**src/fbdc_pkg.sv**
```systemverilog
// constants, field layout and state codes for the five-bit converter control
// assumes an apb master on a 16-bit byte address and a 250 MHz register clock
// How it works
// (RULE1) enable bit powers the converter
// (RULE2) five-bit level code picks one of 32 taps
// (RULE3) output is low source plus span times code/32
// (RULE4) first enable bit connects first analog pin
// (RULE5) second enable bit connects second analog pin
// (RULE6) analog pin overrides driver, pull-up, input detector
// (RULE7) digital read of analog pin returns zero
// (RULE8) positive source: supply, high ref, buffer, reserved
// (RULE9) negative source: low ref pin or ground
// (RULE10) wake from sleep keeps control contents
// (RULE11) reset disables, disconnects pins, clears level
// (RULE12) software should disable converter before sleeping
// (RULE13) implemented bits read/write, reset to zero
// (RULE14) unimplemented bits ignore writes, read zero
package fbdc_pkg;

   localparam int unsigned ADDR_W = 16;
   localparam int unsigned DATA_W = 32;
   localparam int unsigned LEVEL_W = 5;
   localparam int unsigned LEVEL_COUNT = 32;
   localparam int unsigned PIN_COUNT = 2;

   // register indices; the byte address is four times the index
   localparam logic [11:0] CONTROL_INDEX = 12'hF33;
   localparam logic [11:0] LEVEL_INDEX = 12'hF34;
   localparam logic [15:0] CONTROL_ADDR = {2'h0, CONTROL_INDEX, 2'h0};
   localparam logic [15:0] LEVEL_ADDR = {2'h0, LEVEL_INDEX, 2'h0};

   // field positions in the control register
   localparam int unsigned ENABLE_BIT = 7;
   localparam int unsigned FIRST_PIN_BIT = 5;
   localparam int unsigned SECOND_PIN_BIT = 4;
   localparam int unsigned POS_SRC_LSB = 2;
   localparam int unsigned NEG_SRC_BIT = 0;

   // implemented bits and reset values
   localparam logic [7:0] CONTROL_MASK = 8'hBD;
   localparam logic [7:0] LEVEL_MASK = 8'h1F;
   localparam logic [7:0] CONTROL_RESET = 8'h00;
   localparam logic [7:0] LEVEL_RESET = 8'h00;

   // positive source codes
   localparam logic [1:0] POS_SRC_SUPPLY = 2'h0;
   localparam logic [1:0] POS_SRC_REF_PIN = 2'h1;
   localparam logic [1:0] POS_SRC_BUFFER = 2'h2;
   localparam logic [1:0] POS_SRC_RESERVED = 2'h3;

   typedef enum logic [1:0] {
      FBDC_BUS_IDLE = 2'b01,
      FBDC_BUS_ANSWER = 2'b10
   } fbdc_bus_state_t;

endpackage

```
**src/fbdc_tap_decode.sv**
```systemverilog
// one-hot ladder tap select, registered
// assumes code and enable come from the control registers of the same clock
`timescale 1ns/100ps
module fbdc_tap_decode
   import fbdc_pkg::*;
(
   // clock and reset
   input wire logic clk_in,
   input wire logic rst_in,
   // selection
   input wire logic enable_in,
   input wire logic [LEVEL_W-1:0] code_in,
   // ladder taps
   output logic [LEVEL_COUNT-1:0] tap_out
);

   genvar tap;
   generate
      for (tap = 0; tap < LEVEL_COUNT; tap++) begin : g_tap
         // a tap closes only while the converter is powered
         always_ff @(posedge clk_in) begin
            if (rst_in) begin
               tap_out[tap] <= 1'b0;
            end else begin
               tap_out[tap] <= enable_in && (code_in == LEVEL_W'(tap)); // RULE2 RULE3
            end
         end
      end
   endgenerate

endmodule // fbdc_tap_decode

```
**src/fbdc_control.sv**
```systemverilog
// control registers, source selects and pin overrides of the five-bit converter
// assumes an apb master on the same clock; pins are synchronous to clk_in
//
// The APB slave port was decided locally.
`timescale 1ns/100ps
module fbdc_control
   import fbdc_pkg::*;
(
   // clock and reset
   input wire logic clk_in,
   input wire logic rst_in,
   // apb slave
   input wire logic psel_in,
   input wire logic penable_in,
   input wire logic pwrite_in,
   input wire logic [ADDR_W-1:0] paddr_in,
   input wire logic [DATA_W-1:0] pwdata_in,
   input wire logic [3:0] pstrb_in,
   output logic [DATA_W-1:0] prdata_out,
   output logic pready_out,
   output logic pslverr_out,
   // power state
   input wire logic sleep_in,
   input wire logic wake_in,
   output logic sleep_draw_out,
   // ladder and sources
   output logic converter_on_out,
   output logic [LEVEL_W-1:0] level_code_out,
   output logic [LEVEL_COUNT-1:0] ladder_tap_out,
   output logic src_supply_out,
   output logic src_ref_pin_out,
   output logic src_buffer_out,
   output logic src_neg_ref_pin_out,
   output logic src_ground_out,
   output logic src_reserved_out,
   // pins, index 0 is first_analog_out_pin, index 1 second_analog_out_pin
   input wire logic [PIN_COUNT-1:0] pad_data_in,
   input wire logic [PIN_COUNT-1:0] pad_drive_en_in,
   input wire logic [PIN_COUNT-1:0] pad_pullup_en_in,
   input wire logic [PIN_COUNT-1:0] pad_level_in,
   output logic [PIN_COUNT-1:0] pad_data_out,
   output logic [PIN_COUNT-1:0] pad_oe_out,
   output logic [PIN_COUNT-1:0] pad_pullup_out,
   output logic [PIN_COUNT-1:0] pad_sense_on_out,
   output logic [PIN_COUNT-1:0] pad_read_out,
   output logic [PIN_COUNT-1:0] analog_connect_out
);

   logic [7:0] converter_control;
   logic [7:0] converter_level;
   fbdc_bus_state_t bus_state;
   fbdc_bus_state_t next_bus_state;
   logic hit_control;
   logic hit_level;
   logic bad_addr;
   logic bus_done;
   logic write_control;
   logic write_level;
   logic [DATA_W-1:0] next_prdata;
   logic [PIN_COUNT-1:0] pin_drive_on;
   logic [1:0] positive_source_select;
   logic negative_source_select;

   // field views
   assign positive_source_select = converter_control[POS_SRC_LSB +: 2];
   assign negative_source_select = converter_control[NEG_SRC_BIT];
   assign pin_drive_on[0] = converter_control[FIRST_PIN_BIT];
   assign pin_drive_on[1] = converter_control[SECOND_PIN_BIT];

   // address decode
   assign hit_control = (paddr_in == CONTROL_ADDR);
   assign hit_level = (paddr_in == LEVEL_ADDR);
   assign bad_addr = !(hit_control || hit_level);

   // a write lands on the edge where the master sees pready high
   assign bus_done = psel_in && penable_in && pready_out;
   assign write_control = bus_done && pwrite_in && hit_control && pstrb_in[0];
   assign write_level = bus_done && pwrite_in && hit_level && pstrb_in[0];

   // bus sequencer: one wait cycle, then a one-cycle answer
   always_comb begin
      next_bus_state = bus_state;
      case (bus_state)
         FBDC_BUS_IDLE: begin
            if (psel_in && penable_in) begin
               next_bus_state = FBDC_BUS_ANSWER;
            end
         end
         FBDC_BUS_ANSWER: begin
            next_bus_state = FBDC_BUS_IDLE;
         end
         default: begin
            next_bus_state = FBDC_BUS_IDLE;
         end
      endcase
   end

   always_ff @(posedge clk_in) begin
      if (rst_in) begin
         bus_state <= FBDC_BUS_IDLE;
      end else begin
         bus_state <= next_bus_state;
      end
   end

   // read data, unimplemented bits are zero
   always_comb begin
      next_prdata = '0;
      if (hit_control) begin
         next_prdata = {24'h000000, converter_control & CONTROL_MASK}; // RULE14
      end else if (hit_level) begin
         next_prdata = {24'h000000, converter_level & LEVEL_MASK}; // RULE14
      end
   end

   always_ff @(posedge clk_in) begin
      if (rst_in) begin
         pready_out <= 1'b0;
         pslverr_out <= 1'b0;
         prdata_out <= '0;
      end else if (bus_state == FBDC_BUS_IDLE && psel_in && penable_in) begin
         pready_out <= 1'b1;
         pslverr_out <= bad_addr;
         prdata_out <= pwrite_in ? '0 : next_prdata;
      end else begin
         pready_out <= 1'b0;
         pslverr_out <= 1'b0;
      end
   end

   // control register; sleep and wake leave it alone
   always_ff @(posedge clk_in) begin
      if (rst_in) begin
         converter_control <= CONTROL_RESET; // RULE11 RULE13
      end else if (write_control) begin
         converter_control <= pwdata_in[7:0] & CONTROL_MASK; // RULE13 RULE14 RULE10
      end
   end

   // level register
   always_ff @(posedge clk_in) begin
      if (rst_in) begin
         converter_level <= LEVEL_RESET; // RULE11 RULE13
      end else if (write_level) begin
         converter_level <= pwdata_in[7:0] & LEVEL_MASK; // RULE13 RULE14
      end
   end

   // converter power and level
   always_ff @(posedge clk_in) begin
      if (rst_in) begin
         converter_on_out <= 1'b0;
         level_code_out <= '0;
         sleep_draw_out <= 1'b0;
      end else begin
         converter_on_out <= converter_control[ENABLE_BIT]; // RULE1
         level_code_out <= converter_level[LEVEL_W-1:0]; // RULE2
         // flags current drawn in sleep while software left it powered
         sleep_draw_out <= sleep_in && converter_control[ENABLE_BIT]; // RULE12
      end
   end

   fbdc_tap_decode u_taps (
      .clk_in(clk_in),
      .rst_in(rst_in),
      .enable_in(converter_control[ENABLE_BIT]),
      .code_in(converter_level[LEVEL_W-1:0]),
      .tap_out(ladder_tap_out)
   );

   // ladder end switches; the reserved code closes only src_reserved_out at the top end
   always_ff @(posedge clk_in) begin
      if (rst_in) begin
         // the field resets to code 00, so the supply end is the one closed
         src_supply_out <= 1'b1;
         src_ref_pin_out <= 1'b0;
         src_buffer_out <= 1'b0;
         src_reserved_out <= 1'b0;
         src_neg_ref_pin_out <= 1'b0;
         src_ground_out <= 1'b1;
      end else begin
         src_supply_out <= (positive_source_select == POS_SRC_SUPPLY); // RULE8
         src_ref_pin_out <= (positive_source_select == POS_SRC_REF_PIN); // RULE8
         src_buffer_out <= (positive_source_select == POS_SRC_BUFFER); // RULE8
         src_reserved_out <= (positive_source_select == POS_SRC_RESERVED); // RULE8
         src_neg_ref_pin_out <= negative_source_select; // RULE9
         src_ground_out <= !negative_source_select; // RULE9
      end
   end

   // per-pin analog switch and digital override
   genvar pin;
   generate
      for (pin = 0; pin < PIN_COUNT; pin++) begin : g_pin
         always_ff @(posedge clk_in) begin
            if (rst_in) begin
               analog_connect_out[pin] <= 1'b0; // RULE11
               pad_data_out[pin] <= 1'b0;
               pad_oe_out[pin] <= 1'b0;
               pad_pullup_out[pin] <= 1'b0;
               pad_sense_on_out[pin] <= 1'b1;
               pad_read_out[pin] <= 1'b0;
            end else begin
               analog_connect_out[pin] <= pin_drive_on[pin]; // RULE4 RULE5
               pad_data_out[pin] <= pad_data_in[pin] && !pin_drive_on[pin]; // RULE6
               pad_oe_out[pin] <= pad_drive_en_in[pin] && !pin_drive_on[pin]; // RULE6
               pad_pullup_out[pin] <= pad_pullup_en_in[pin] && !pin_drive_on[pin]; // RULE6
               pad_sense_on_out[pin] <= !pin_drive_on[pin]; // RULE6
               pad_read_out[pin] <= pad_level_in[pin] && !pin_drive_on[pin]; // RULE7
            end
         end

         property p_pin_override;
            @(posedge clk_in) disable iff (rst_in)
            analog_connect_out[pin] |->
               !pad_oe_out[pin] && !pad_pullup_out[pin] && !pad_sense_on_out[pin];
         endproperty
         a_pin_override: assert property (p_pin_override) // RULE6
            else $error("analog pin still has digital functions");

         property p_pin_read_zero;
            @(posedge clk_in) disable iff (rst_in)
            analog_connect_out[pin] |-> (pad_read_out[pin] == 1'b0);
         endproperty
         a_pin_read_zero: assert property (p_pin_read_zero) // RULE7
            else $error("analog pin reads nonzero");

         property p_pin_released;
            @(posedge clk_in) disable iff (rst_in)
            !analog_connect_out[pin] |-> pad_sense_on_out[pin];
         endproperty
         a_pin_released: assert property (p_pin_released) // RULE6
            else $error("digital pin has input detector off");
      end
   endgenerate

   // checks
   property p_enable_on;
      @(posedge clk_in) disable iff (rst_in)
      write_control && pwdata_in[ENABLE_BIT] |=> ##1 converter_on_out;
   endproperty
   a_enable_on: assert property (p_enable_on) // RULE1
      else $error("converter not powered after enable write");

   property p_enable_off;
      @(posedge clk_in) disable iff (rst_in)
      write_control && !pwdata_in[ENABLE_BIT] |=> ##1 !converter_on_out && ladder_tap_out == '0;
   endproperty
   a_enable_off: assert property (p_enable_off) // RULE1
      else $error("converter still powered after disable write");

   property p_level_code;
      @(posedge clk_in) disable iff (rst_in)
      write_level |=> ##1 level_code_out == $past(pwdata_in[LEVEL_W-1:0], 2);
   endproperty
   a_level_code: assert property (p_level_code) // RULE2
      else $error("level code not taken from write");

   property p_tap_match;
      @(posedge clk_in) disable iff (rst_in)
      ladder_tap_out == (converter_on_out ? (32'h00000001 << level_code_out) : 32'h00000000);
   endproperty
   a_tap_match: assert property (p_tap_match) // RULE3
      else $error("ladder tap does not match level and enable");

   property p_first_pin;
      @(posedge clk_in) disable iff (rst_in)
      write_control |=> ##1 analog_connect_out[0] == $past(pwdata_in[FIRST_PIN_BIT], 2);
   endproperty
   a_first_pin: assert property (p_first_pin) // RULE4
      else $error("first pin switch wrong after write");

   property p_second_pin;
      @(posedge clk_in) disable iff (rst_in)
      write_control |=> ##1 analog_connect_out[1] == $past(pwdata_in[SECOND_PIN_BIT], 2);
   endproperty
   a_second_pin: assert property (p_second_pin) // RULE5
      else $error("second pin switch wrong after write");

   property p_pos_source;
      @(posedge clk_in) disable iff (rst_in)
      $onehot({src_supply_out, src_ref_pin_out, src_buffer_out, src_reserved_out});
   endproperty
   a_pos_source: assert property (p_pos_source) // RULE8
      else $error("positive source select not exclusive");

   property p_neg_source;
      @(posedge clk_in) disable iff (rst_in)
      src_ground_out != src_neg_ref_pin_out;
   endproperty
   a_neg_source: assert property (p_neg_source) // RULE9
      else $error("negative source select not exclusive");

   property p_wake_keeps;
      @(posedge clk_in) disable iff (rst_in)
      (wake_in || sleep_in) && !write_control |=> $stable(converter_control);
   endproperty
   a_wake_keeps: assert property (p_wake_keeps) // RULE10
      else $error("control changed across sleep or wake");

   property p_reset_clears;
      @(posedge clk_in) disable iff (1'b0)
      rst_in |=> converter_level == 8'h00 && converter_control == 8'h00
         ##1 !converter_on_out && analog_connect_out == '0 && level_code_out == '0;
   endproperty
   a_reset_clears: assert property (p_reset_clears) // RULE11
      else $error("reset did not clear converter state");

   property p_read_back;
      @(posedge clk_in) disable iff (rst_in)
      bus_done && !pwrite_in && hit_control |->
         prdata_out == {24'h000000, converter_control};
   endproperty
   a_read_back: assert property (p_read_back) // RULE13
      else $error("control read back mismatch");

   property p_unused_zero;
      @(posedge clk_in) disable iff (rst_in)
      (converter_control & ~CONTROL_MASK) == 8'h00 && (converter_level & ~LEVEL_MASK) == 8'h00;
   endproperty
   a_unused_zero: assert property (p_unused_zero) // RULE14
      else $error("unimplemented bit set");

   property p_read_level;
      @(posedge clk_in) disable iff (rst_in)
      bus_done && !pwrite_in && hit_level |->
         prdata_out == {24'h000000, converter_level};
   endproperty
   a_read_level: assert property (p_read_level) // RULE13
      else $error("level read back mismatch");

   property p_bad_addr_error;
      @(posedge clk_in) disable iff (rst_in)
      bus_done && bad_addr |-> pslverr_out && prdata_out == '0;
   endproperty
   a_bad_addr_error: assert property (p_bad_addr_error) // RULE14
      else $error("unmapped access not refused");

   property p_ready_pulse;
      @(posedge clk_in) disable iff (rst_in)
      pready_out |=> !pready_out;
   endproperty
   a_ready_pulse: assert property (p_ready_pulse) // RULE13
      else $error("ready held longer than one cycle");

   property p_tap_single;
      @(posedge clk_in) disable iff (rst_in)
      $onehot0(ladder_tap_out);
   endproperty
   a_tap_single: assert property (p_tap_single) // RULE2
      else $error("more than one ladder tap closed");

endmodule // fbdc_control

```
**config.mk**
```make
export PLATFORM = sky130hd
export DESIGN_NAME = fbdc_control
export DESIGN_NICKNAME = d
export VERILOG_FILES = /design/src/fbdc_pkg.sv /design/src/fbdc_tap_decode.sv /design/src/fbdc_control.sv
export SDC_FILE = /design/constraint.sdc
export NUM_CORES = 1
export LEC_CHECK = 0
export BUFFER_PORTS_ARGS = -buffer_cell sky130_fd_sc_hd__buf_4
export CAP_MARGIN = 20
export CORE_UTILIZATION = 39
export CTS_CLUSTER_SIZE = 14
export DETAILED_ROUTE_END_ITERATION = 8
export HOLD_SLACK_MARGIN = 0.08
export PLACE_DENSITY = 0.82
export SYNTH_ARGS = -nofsm -noshare
export SYNTH_HDL_FRONTEND = slang
export SYNTH_HIERARCHICAL = 1
export SYNTH_SLANG_ARGS = --single-unit
```
**constraint.sdc**
```tcl
create_clock -name clk_in -period 1.4 [get_ports clk_in]
set_input_delay 0.28 -clock clk_in [delete_from_list [all_inputs] [get_ports clk_in]]
set_output_delay 0.28 -clock clk_in [all_outputs]
set_load 0.02 [all_outputs]
```
* Word-level counts from Yosys, hierarchy flattened
Cells that the tools add are included.
** Storage, ports and cells
- Register bits :: 104
- Bits in latches :: 0
- RAM bits :: 0
- Memory bits (read-only) :: 0
- Input bits :: 67
- Output and inout bits :: 91
- Memories :: 0
** Cells by class
- Add/sub/neg operators :: 0
- Multipliers :: 0
- Div/mod/pow operators :: 0
- Order comparisons :: 0
- Equality and inequality tests :: 37
- Shifts and indexed selects :: 0
- Muxes and demuxes :: 4
- Bitwise logic cells :: 2
- Reduce and logical (&&, ||, !) cells :: 59
** Operators with widths (number)
- 5-bit equality test (second input constant) :: 16
- 1-bit logical AND :: 50
- 5-bit by 4-bit equality test with 1-bit output (second input constant) :: 8
- 16-bit by 14-bit equality test with 1-bit output (second input constant) :: 2
- 32-bit two-way mux :: 1
- 5-bit by 3-bit equality test with 1-bit output (second input constant) :: 4
- 5-bit by 2-bit equality test with 1-bit output (second input constant) :: 2
- 8-bit two-way mux :: 1
- 5-bit by 1-bit equality test with 1-bit output (second input constant) :: 1
- 5-bit logical NOT :: 1
- 5-bit two-way mux :: 1
- 2-bit by 1-bit equality test with 1-bit output (second input constant) :: 2
- 2-bit equality test (second input constant) :: 2
- 1-bit logical NOT :: 4
- 2-bit OR reduction :: 2
- 2-bit logical NOT :: 1
- 1-bit NOT :: 2
- 1-bit logical OR :: 1
- 1-bit two-way mux :: 1

* Longest topological paths before layout
Gate-level depths: netlist of the first run.
- Word-level depth :: 5
- Gate-level depth with buffers :: 5
- Mapped depth without buffers :: 4

* Cells and area by module
Netlist of the first run, hierarchy kept.
** Modules (own cells, without submodules)
- fbdc_control :: times used 1, cells an instance 179, area each 1838.0 um^2, sequential area each 940.9 um^2
- fbdc_tap_decode :: times used 1, cells an instance 79, area each 879.6 um^2, sequential area each 640.6 um^2

* Least setup slack after synthesis of the first run
OpenSTA, ideal clock, no wires.
- Kind :: input to register
- From :: input paddr_in[0]
- To :: register converter_level[0]
- Setup time :: 118 ps
- Data arrival time :: 1334 ps
- Path slack :: -51 ps
- Stages :: 5
- Buffers on the path :: 1
- Cell sequence :: nand4bb_4 > or4_4 > buf_6 > o21ai_1 > a21oi_1
** Between the ends
- Word-level cells in the longest chain between the ends :: 3
** RTL lines
- start, declared :: RTL line fbdc_control.sv:16 : input wire logic [ADDR_W-1:0] paddr_in,
- 16-bit by 14-bit equality test with 1-bit output :: RTL line fbdc_control.sv:72 : assign hit_level = (paddr_in == LEVEL_ADDR);
- 1-bit logical AND (2 in a row) :: RTL line fbdc_control.sv:78 : assign write_level = bus_done && pwrite_in && hit_level && pstrb_in[0];
- end signal, assigned :: RTL line fbdc_control.sv:145 : converter_level <= pwdata_in[7:0] & LEVEL_MASK;
- end, declared :: RTL line fbdc_control.sv:50 : logic [7:0] converter_level;
Every way passes these cells.
A chain may end at the register's enable or synchronous reset.

* Final worst setup path of the first run
- From :: register pready_out
- To :: register converter_control[5]
** Between the ends
- Word-level cells in the longest chain between the ends :: 4
** RTL lines
- start, declared :: RTL line fbdc_control.sv:20 : output logic pready_out,
- start signal, assigned :: RTL line fbdc_control.sv:118 : pready_out <= 1'b0;
- start signal, assigned :: RTL line fbdc_control.sv:122 : pready_out <= 1'b1;
- start signal, assigned :: RTL line fbdc_control.sv:126 : pready_out <= 1'b0;
- 1-bit logical AND :: RTL line fbdc_control.sv:76 : assign bus_done = psel_in && penable_in && pready_out;
- 1-bit logical AND (3 in a row) :: RTL line fbdc_control.sv:77 : assign write_control = bus_done && pwrite_in && hit_control && pstrb_in[0];
- end signal, assigned :: RTL line fbdc_control.sv:136 : converter_control <= pwdata_in[7:0] & CONTROL_MASK;
- end, declared :: RTL line fbdc_control.sv:49 : logic [7:0] converter_control;
Every way passes these cells.

==> reports/results.txt, run 1 <==
Initial antenna violation count: 0
EDFF count, synth: 0
Vias in the first global route: 1970
Crit path launch type: flip-flop
FF-to-FF End: converter_control[5]
Sw Ratio: 22.56%
Fin crit share: 94.88%
Clk_skew: 0.007569 ns
Critical Path, Cell by Cell: nand3_1, or4_4, o21ai_1, a21oi_1
Syn Area/Cell: 10.53 um2
Remaining DRCs: 0
Detail Placement HPWL: 4.365 mm
VDD IR max: 529.2 uV
Pwr dens: 1092 nW/um2
Final Max Slew Viols: 0
CP endpoint kind: flip-flop
Final setup violating endpoints: 0
Reg2reg setup slack: 0.07 ns
Pre-CTS setup slack: -0.2356 ns
R2r worst-path depth: 4
Critical Path Fanout Max: 11
Clock Path Buffers: 2
Wire per inst: 12.78 um
Seq/Total Area, Yosys: 58.20%
Filler cells: 605
Crit path kind: flip-flop to flip-flop
Fraction of registers with async set/reset: 0%
First-pass GRT wire length: 9.363 mm
Core ar.: 6756 um2
Synth area leader: dfxtp_1
H-Tree Depth: 3
# rows: 30
Congestion Overflow GR: 0
Antenna Cells: 0
Vias post-DR: 2190
Io pins: 158
HP Class: primary input to flip-flop
Post-Syn Area: 2718 um2
Final Net Count: 448
Synth top area cells: dfxtp_1 58%, buf_4 7.5%, nor2_1 5.4%, a21oi_1 2.9%, nand3_1 2.9%
Fmax achieved: 752.8 MHz
Sink Count: 79
Gr usage total: 16.62%
Root buffer cell: clkbuf_8
Post-CTS Repair Setup Buffers: 0
Antenna viol nets, final: 0
WL final: 5.944 mm
Worst-Skew Late Latency: 0.34 ns
Slowest cell delay on critical path: 0.52 ns
CP required: 1.62 ns
Die H: 85.48 um
Design area: 3775 um2
DR vias/cell: 4.710
Final cell count without fillers: 465
Largest net degree at the start of global routing: 31
Yosys warning total: 6
Hold Path Depth: 2
Hold_sp: pad_drive_en_in[0]
Layout area overhead: 38.90%
Clock slew at reported path FFs: 0.08 ns
Synth Register Bits: 79
Pleak: 0.001653 uW
RSZ-0062 raised after global routing: no
Max-Cap Viols: 0
Fin. Hold Viols: 0
Starting density of the core: 40.22%
Share of power burned in registers: 55.0%
Hold-fix buffers, CTS: 0
Yosys top cell area share: 58.20%
Cell-internal power: 3191 uW
Drt pass-1 iters: 4
CP Data Arrival Time: 1.55 ns
Critical R2R Launch: pready_out
Ratio of cells with drive above 1 in the final layout: 38.44%
Combinational power share: 6.6%
Share of total power in the clock network: 38.4%
CP max-delay cell: or4_4
Commonest register cell after synthesis: dfxtp_1
Status: completed
Die W: 85.48 um
Sw Pwr: 929.8 uW
Post-Place Cells: 450
Port Buf Inserts: 103
CTS buffer count: 9
Post-Syn Instances: 258
Die ar.: 7306 um2
CTS tree: built
WHS Endpoint: pad_oe_out[0]
Min cycle time layout: 1.328 ns
Area after DPL: 3583 um2
RePlAce Congestion: 0.8231
Setup ws final: 0.07169 ns
Initial DRC count: 54
Netlist cell types: 35
cells in the final DEF, fill, tap and decap left out, types with 2 or more instances in the layout:
cell type     n
a21oi_1      16
a32oi_1       7
and2_1        9
buf_4       122
clkbuf_8      9
clkinv_2      2
clkinvlp_4    3
conb_1       25
dfxtp_1      78
inv_1         4
nand2_1       2
nand3_1      16
nand3b_1      2
nand4b_1      3
nand4bb_1     4
nor2_1       39
nor2b_1       8
nor3b_1       2
nor4_1        2
o21ai_1      10
or3_1         2
or3b_1        3
through the flow:
stage | hold WS, ns | util [%] | TNS, ns | total power (uW)
2_1_floorplan | 0.3591 | - | -0.5134 | 2508
3_3_place_gp | 0.4591 | 53.04 | -2.530 | 2586
5_1_grt | 0.1146 | 55.87 | 0 | 4282
3_5_place_dp | 0.4609 | 53.04 | -3.243 | 2591
6_report | 0.1346 | 55.87 | 0 | 4120
4_1_cts | 0.1198 | 55.80 | 0 | 4164
registers in the layout (all words and copies together), names as in the netlist:
| name | count |
|---|---|
| src_ref_pin_out | 1 |
| pad_data_out | 2 |
| prdata_out | 7 |
| bus_state | 2 |
| pad_sense_on_out | 2 |
| pad_oe_out | 2 |
| src_ground_out | 1 |
| converter_control | 6 |
| pready_out | 1 |
| src_buffer_out | 1 |
| sleep_draw_out | 1 |
| src_reserved_out | 1 |
| pslverr_out | 1 |
| u_taps/tap_out | 32 |
| level_code_out | 5 |
| analog_connect_out | 2 |
| src_supply_out | 1 |
| pad_pullup_out | 2 |
| converter_on_out | 1 |
| src_neg_ref_pin_out | 1 |
| pad_read_out | 2 |
| converter_level | 5 |
repair_timing:
action                     4_1_cts  5_1_grt
gates resized for setup          0        3
setup endpoints to repair        0        5
hold endpoints to repair         0        0
kinds of logic (layout without fill, tap and decap cells):
| kind of cell | after synthesis | in the layout | synth area share (%) |
|---|---|---|---|
| AND/OR/NAND/NOR | 104 | 104 | 23.62 |
| flip-flops | 79 | 79 | 58.20 |
| buffers and inverters | 39 | 142 | 10.54 |
| AO/OA/AOI/OAI | 35 | 35 | 7.505 |
| other | 1 | 25 | 0.1380 |
worst max-delay path by stage:
stage	startpoint	to	slack, ns
floorplan	paddr_in[0]	converter_level[0]	-0.05
global placement	paddr_in[0]	converter_control[0]	-0.18
detailed placement	paddr_in[0]	converter_control[0]	-0.24
CTS	pready_out	converter_control[0]	0.04
global route	pready_out	converter_level[0]	0.008
finish	pready_out	converter_control[5]	0.07
critical path, delay by kind of cell, from the launching register on:
kind / cells / cell delay, ns
DFF: 1 / 0.34
and+or+nand+nor: 2 / 0.60
AOI/OAI and AO/OA: 2 / 0.27
cells in the mapped netlist (2+ instances only):
| cell type | number |
|---|---|
| buf_4 | 27 |
| a21oi_1 | 16 |
| nand2_1 | 2 |
| nand3_1 | 16 |
| nand4b_1 | 3 |
| dfxtp_1 | 79 |
| clkbuf_1 | 3 |
| and2_1 | 9 |
| nor3b_1 | 2 |
| o21ai_1 | 10 |
| clkbuf_8 | 3 |
| or3b_1 | 3 |
| nand4bb_1 | 5 |
| a32oi_1 | 7 |
| or3_1 | 2 |
| nor2_1 | 39 |
| inv_1 | 4 |
| nor2b_1 | 8 |
| nand3b_1 | 2 |
| nor4_1 | 3 |
layout make-up:
type,instances,area [um2],share of cell area [%]
Sequential cell,79,1583,41.93
Multi-Input combinational cell,164,954.7,25.29
Timing Repair Buffer,123,935.9,24.79
Clock buffer,9,123.9,3.281
Tap cell,80,100.1,2.652
Clock inverter,6,62.56,1.657
Inverter,4,15.01,0.3977
power groups by stage:
stage,clock network [uW],logic (uW),registers (uW)
5_1_grt,1720,291,2270
4_1_cts,1630,271,2270
2_1_floorplan,0,169,2340
3_5_place_dp,0,270,2320
6_report,1580,270,2270
3_3_place_gp,0,266,2320
routing by layer:
metal  up-vias  GRT usage, %  part of all wire [%]
met5         -             0                     0
met2       124         28.00                    49
met4         0         5.000                  0.76
met1       983         19.47                    41
met3         6         6.615                   9.3
li1       1077             -                     -
(Power assumes the default switching activity.)
==> run 2: changes to the inputs <==
==> constraint.sdc (replaced) <==
create_clock -name clk_in -period 1.1 [get_ports clk_in]
set_input_delay 0.22 -clock clk_in [delete_from_list [all_inputs] [get_ports clk_in]]
set_output_delay 0.22 -clock clk_in [all_outputs]
set_load 0.02 [all_outputs]
==> run 2 against run 1 <==
The flow now finishes with violations (setup timing). Largest power group unchanged. Register-to-register slack worse by 0.30 ns. Clock-buffer cell count is 1 higher. Final cell count is 3.9% higher. Largest cell class unchanged. Maximum frequency is 0.15% higher. Critical path depth stayed put. Cell area is 8.4% higher. Clock power is 61% higher. Clock skew is 0.0035 ns higher. Global-route usage is 1.6 points higher.
==> reports/results.txt, run 2 (synthesis results as in run 1) <==
Status: complete, but fails checks (was completed)
Failing checks: setup timing
Worst Setup SP: pready_out (unchanged)
Cell-internal power: 4634 uW (was 3191 uW)
Biggest registers after layout: u_taps/tap_out: 32 flops, prdata_out: 7 flops, converter_control: 6 flops (unchanged)
Congestion Overflow GR: 0 (unchanged)
Crit path launch type: flip-flop (unchanged)
VDD IR max: 703.1 uV (was 529.2 uV)
Final setup violating endpoints: 41 (was 0)
Hold Path Depth: 3 (was 2)
CP required: 1.32 ns (was 1.62 ns)
Setup ws final: -0.2263 ns (was 0.07169 ns)
CTS buffer count: 9 (unchanged)
Crit path kind: flip-flop to flip-flop (unchanged)
Combinational power share: 7.0% (was 6.6%)
Drt pass-1 iters: 4 (unchanged)
Total Neg Setup Slack: -3.194 ns (was 0 ns)
Clock Path Buffers: 2 (unchanged)
Design area: 4091 um2 (was 3775 um2)
Die ar.: 7306 um2 (unchanged)
Pleak: 0.001788 uW (was 0.001653 uW)
Antenna Cells: 0 (unchanged)
Largest net degree at the start of global routing: 36 (was 31)
Fin crit share: 120.6% (was 94.88%)
Io pins: 158 (unchanged)
Min cycle time layout: 1.326 ns (was 1.328 ns)
Gr usage total: 18.24% (was 16.62%)
CTS tree: built (unchanged)
Wire per inst: 13.81 um (was 12.78 um)
Max FFs per register: 32 (unchanged)
Layout area overhead: 50.55% (was 38.90%)
DR vias/cell: 4.743 (was 4.710)
# rows: 30 (unchanged)
Top reg by flops: u_taps/tap_out (unchanged)
Vias in the first global route: 2197 (was 1970)
Core ar.: 6756 um2 (unchanged)
Sw Ratio: 20.64% (was 22.56%)
Ratio of cells with drive above 1 in the final layout: 41.94% (was 38.44%)
Final cell count without fillers: 483 (was 465)
WHS Endpoint: converter_level[0] (was pad_oe_out[0])
Detail Placement HPWL: 4.591 mm (was 4.365 mm)
Hold_sp: pwdata_in[0] (was pad_drive_en_in[0])
First-pass GRT wire length: 10.19 mm (was 9.363 mm)
CP Data Arrival Time: 1.54 ns (was 1.55 ns)
Final Max Slew Viols: 0 (unchanged)
Sw Pwr: 1205 uW (was 929.8 uW)
Starting density of the core: 40.22% (unchanged)
Remaining DRCs: 0 (unchanged)
Most common cell after layout, fill and taps aside: buf_4 (unchanged)
Pwr dens: 1427 nW/um2 (was 1092 nW/um2)
Clock slew at reported path FFs: 0.08 ns (about the same)
Final Net Count: 466 (was 448)
Reg2reg setup slack: -0.23 ns (was 0.07 ns)
Share of power burned in registers: 49.4% (was 55.0%)
Initial DRC count: 103 (was 54)
WL final: 6.668 mm (was 5.944 mm)
H-Tree Depth: 3 (unchanged)
GR peak layer: met2 (unchanged)
Share of total power in the clock network: 43.5% (was 38.4%)
Root buffer cell: clkbuf_8 (unchanged)
Area after DPL: 3651 um2 (was 3583 um2)
Post-Place Cells: 454 (was 450)
RSZ-0062 raised after global routing: yes (was no)
Max-Cap Viols: 0 (unchanged)
Vias post-DR: 2291 (was 2190)
R2r worst-path depth: 4 (unchanged)
Sink Count: 79 (unchanged)
Commonest non-fill, non-tap cells in the layout: 128 x buf_4, 77 x dfxtp_1, 38 x nor2_1, 25 x conb_1 (was 122 x buf_4, 78 x dfxtp_1, 39 x nor2_1, 25 x conb_1)
HP Class: primary input to flip-flop (unchanged)
Port Buf Inserts: 103 (unchanged)
Fmax achieved: 754.0 MHz (was 752.8 MHz)
Met2 Use GR: 33.24% (was 28.00%)
FF-to-FF End: converter_control[7] (was converter_control[5])
Clk_skew: 0.01106 ns (was 0.007569 ns)
Fin. Hold Viols: 0 (unchanged)
Die W: 85.48 um (unchanged)
Grt met1 use: 19.87% (was 19.47%)
RePlAce Congestion: 0.8119 (was 0.8231)
Critical R2R Launch: pready_out (unchanged)
Critical Path Fanout Max: 6 (was 11)
Die H: 85.48 um (unchanged)
Met3 Usage GRT: 5.447% (was 6.615%)
Worst-Skew Late Latency: 0.33 ns (was 0.34 ns)
Initial antenna violation count: 0 (unchanged)
CP endpoint kind: flip-flop (unchanged)
Antenna viol nets, final: 0 (unchanged)
run 2: cell count changes in the layout (fill, tap and decap cells not counted), moves of 2 or more:
cell,previous run,this run
buf_4,122,128
bufinv_16,1,3
clkinv_2,2,0
clkinvlp_4,3,1
dlygate4sd3_1,0,9
nor4_4,0,2
o21ai_1,10,6
o21ai_2,1,5
run 2: worst max path at each step:
stage                                      end  slack, ns
after floorplan             converter_level[0]      -0.29
after global placement    converter_control[0]      -0.43
after detailed placement  converter_control[0]      -0.44
after CTS                   converter_level[2]      -0.17
after global routing      converter_control[7]      -0.24
final                     converter_control[7]      -0.23
run 2: area by class of cell:
| type | instances | area (um2) |
|---|---|---|
| sequential | 79 | 1584 |
| tap | 80 | 100.1 |
| clock inverter | 5 | 106.4 |
| clock buffer | 10 | 137.6 |
| inverter | 4 | 15.01 |
| fill | 578 | 2665 |
| multi-input combinational | 165 | 1046 |
| timing repair buffer | 140 | 1102 |
run 2: stage by stage:
stage	total power (uW)	util (%)	setup WS [ns]	hold WS, ns
finish	5840	60.56	-0.2263	0.1492
global route	6058	60.56	-0.2390	0.1422
CTS	5868	59.17	-0.1705	0.08084
detailed placement	3318	54.04	-0.4412	0.4238
global placement	3310	54.04	-0.4331	0.4221
floorplan	3196	-	-0.2914	0.2991
run 2: repair_timing:
item | CTS | global route
resized for setup | 7 | 14
hold endpoints to repair | 7 | 2
setup buffers | 0 | 2
setup endpoints to repair | 37 | 47
cloned | 1 | 2
hold buffers | 7 | 2
pin swaps | 2 | 3
run 2: per-layer routing:
layer  part of all wire (%)  vias up  wire length, um
li1                       -     1113                -
met1                     39     1047             2577
met2                     54      123             3581
met3                    6.5        8              433
met4                    1.1        0               76
met5                      0        -                0
run 2: worst max-delay path, stage by stage, from the launching register on:
cell and delay, ns:
dfxtp_2 0.36, nand3_4 0.10, or4_4 0.49, o21ai_1 0.16, a21oi_1 0.10
run 2: power by group through the flow:
stage	Combinational [uW]	Sequential [uW]	Clock, uW
2_1_floorplan	220	2980	0
3_3_place_gp	358	2950	0
3_5_place_dp	365	2950	0
4_1_cts	392	2890	2590
5_1_grt	436	2890	2730
6_report	411	2890	2540
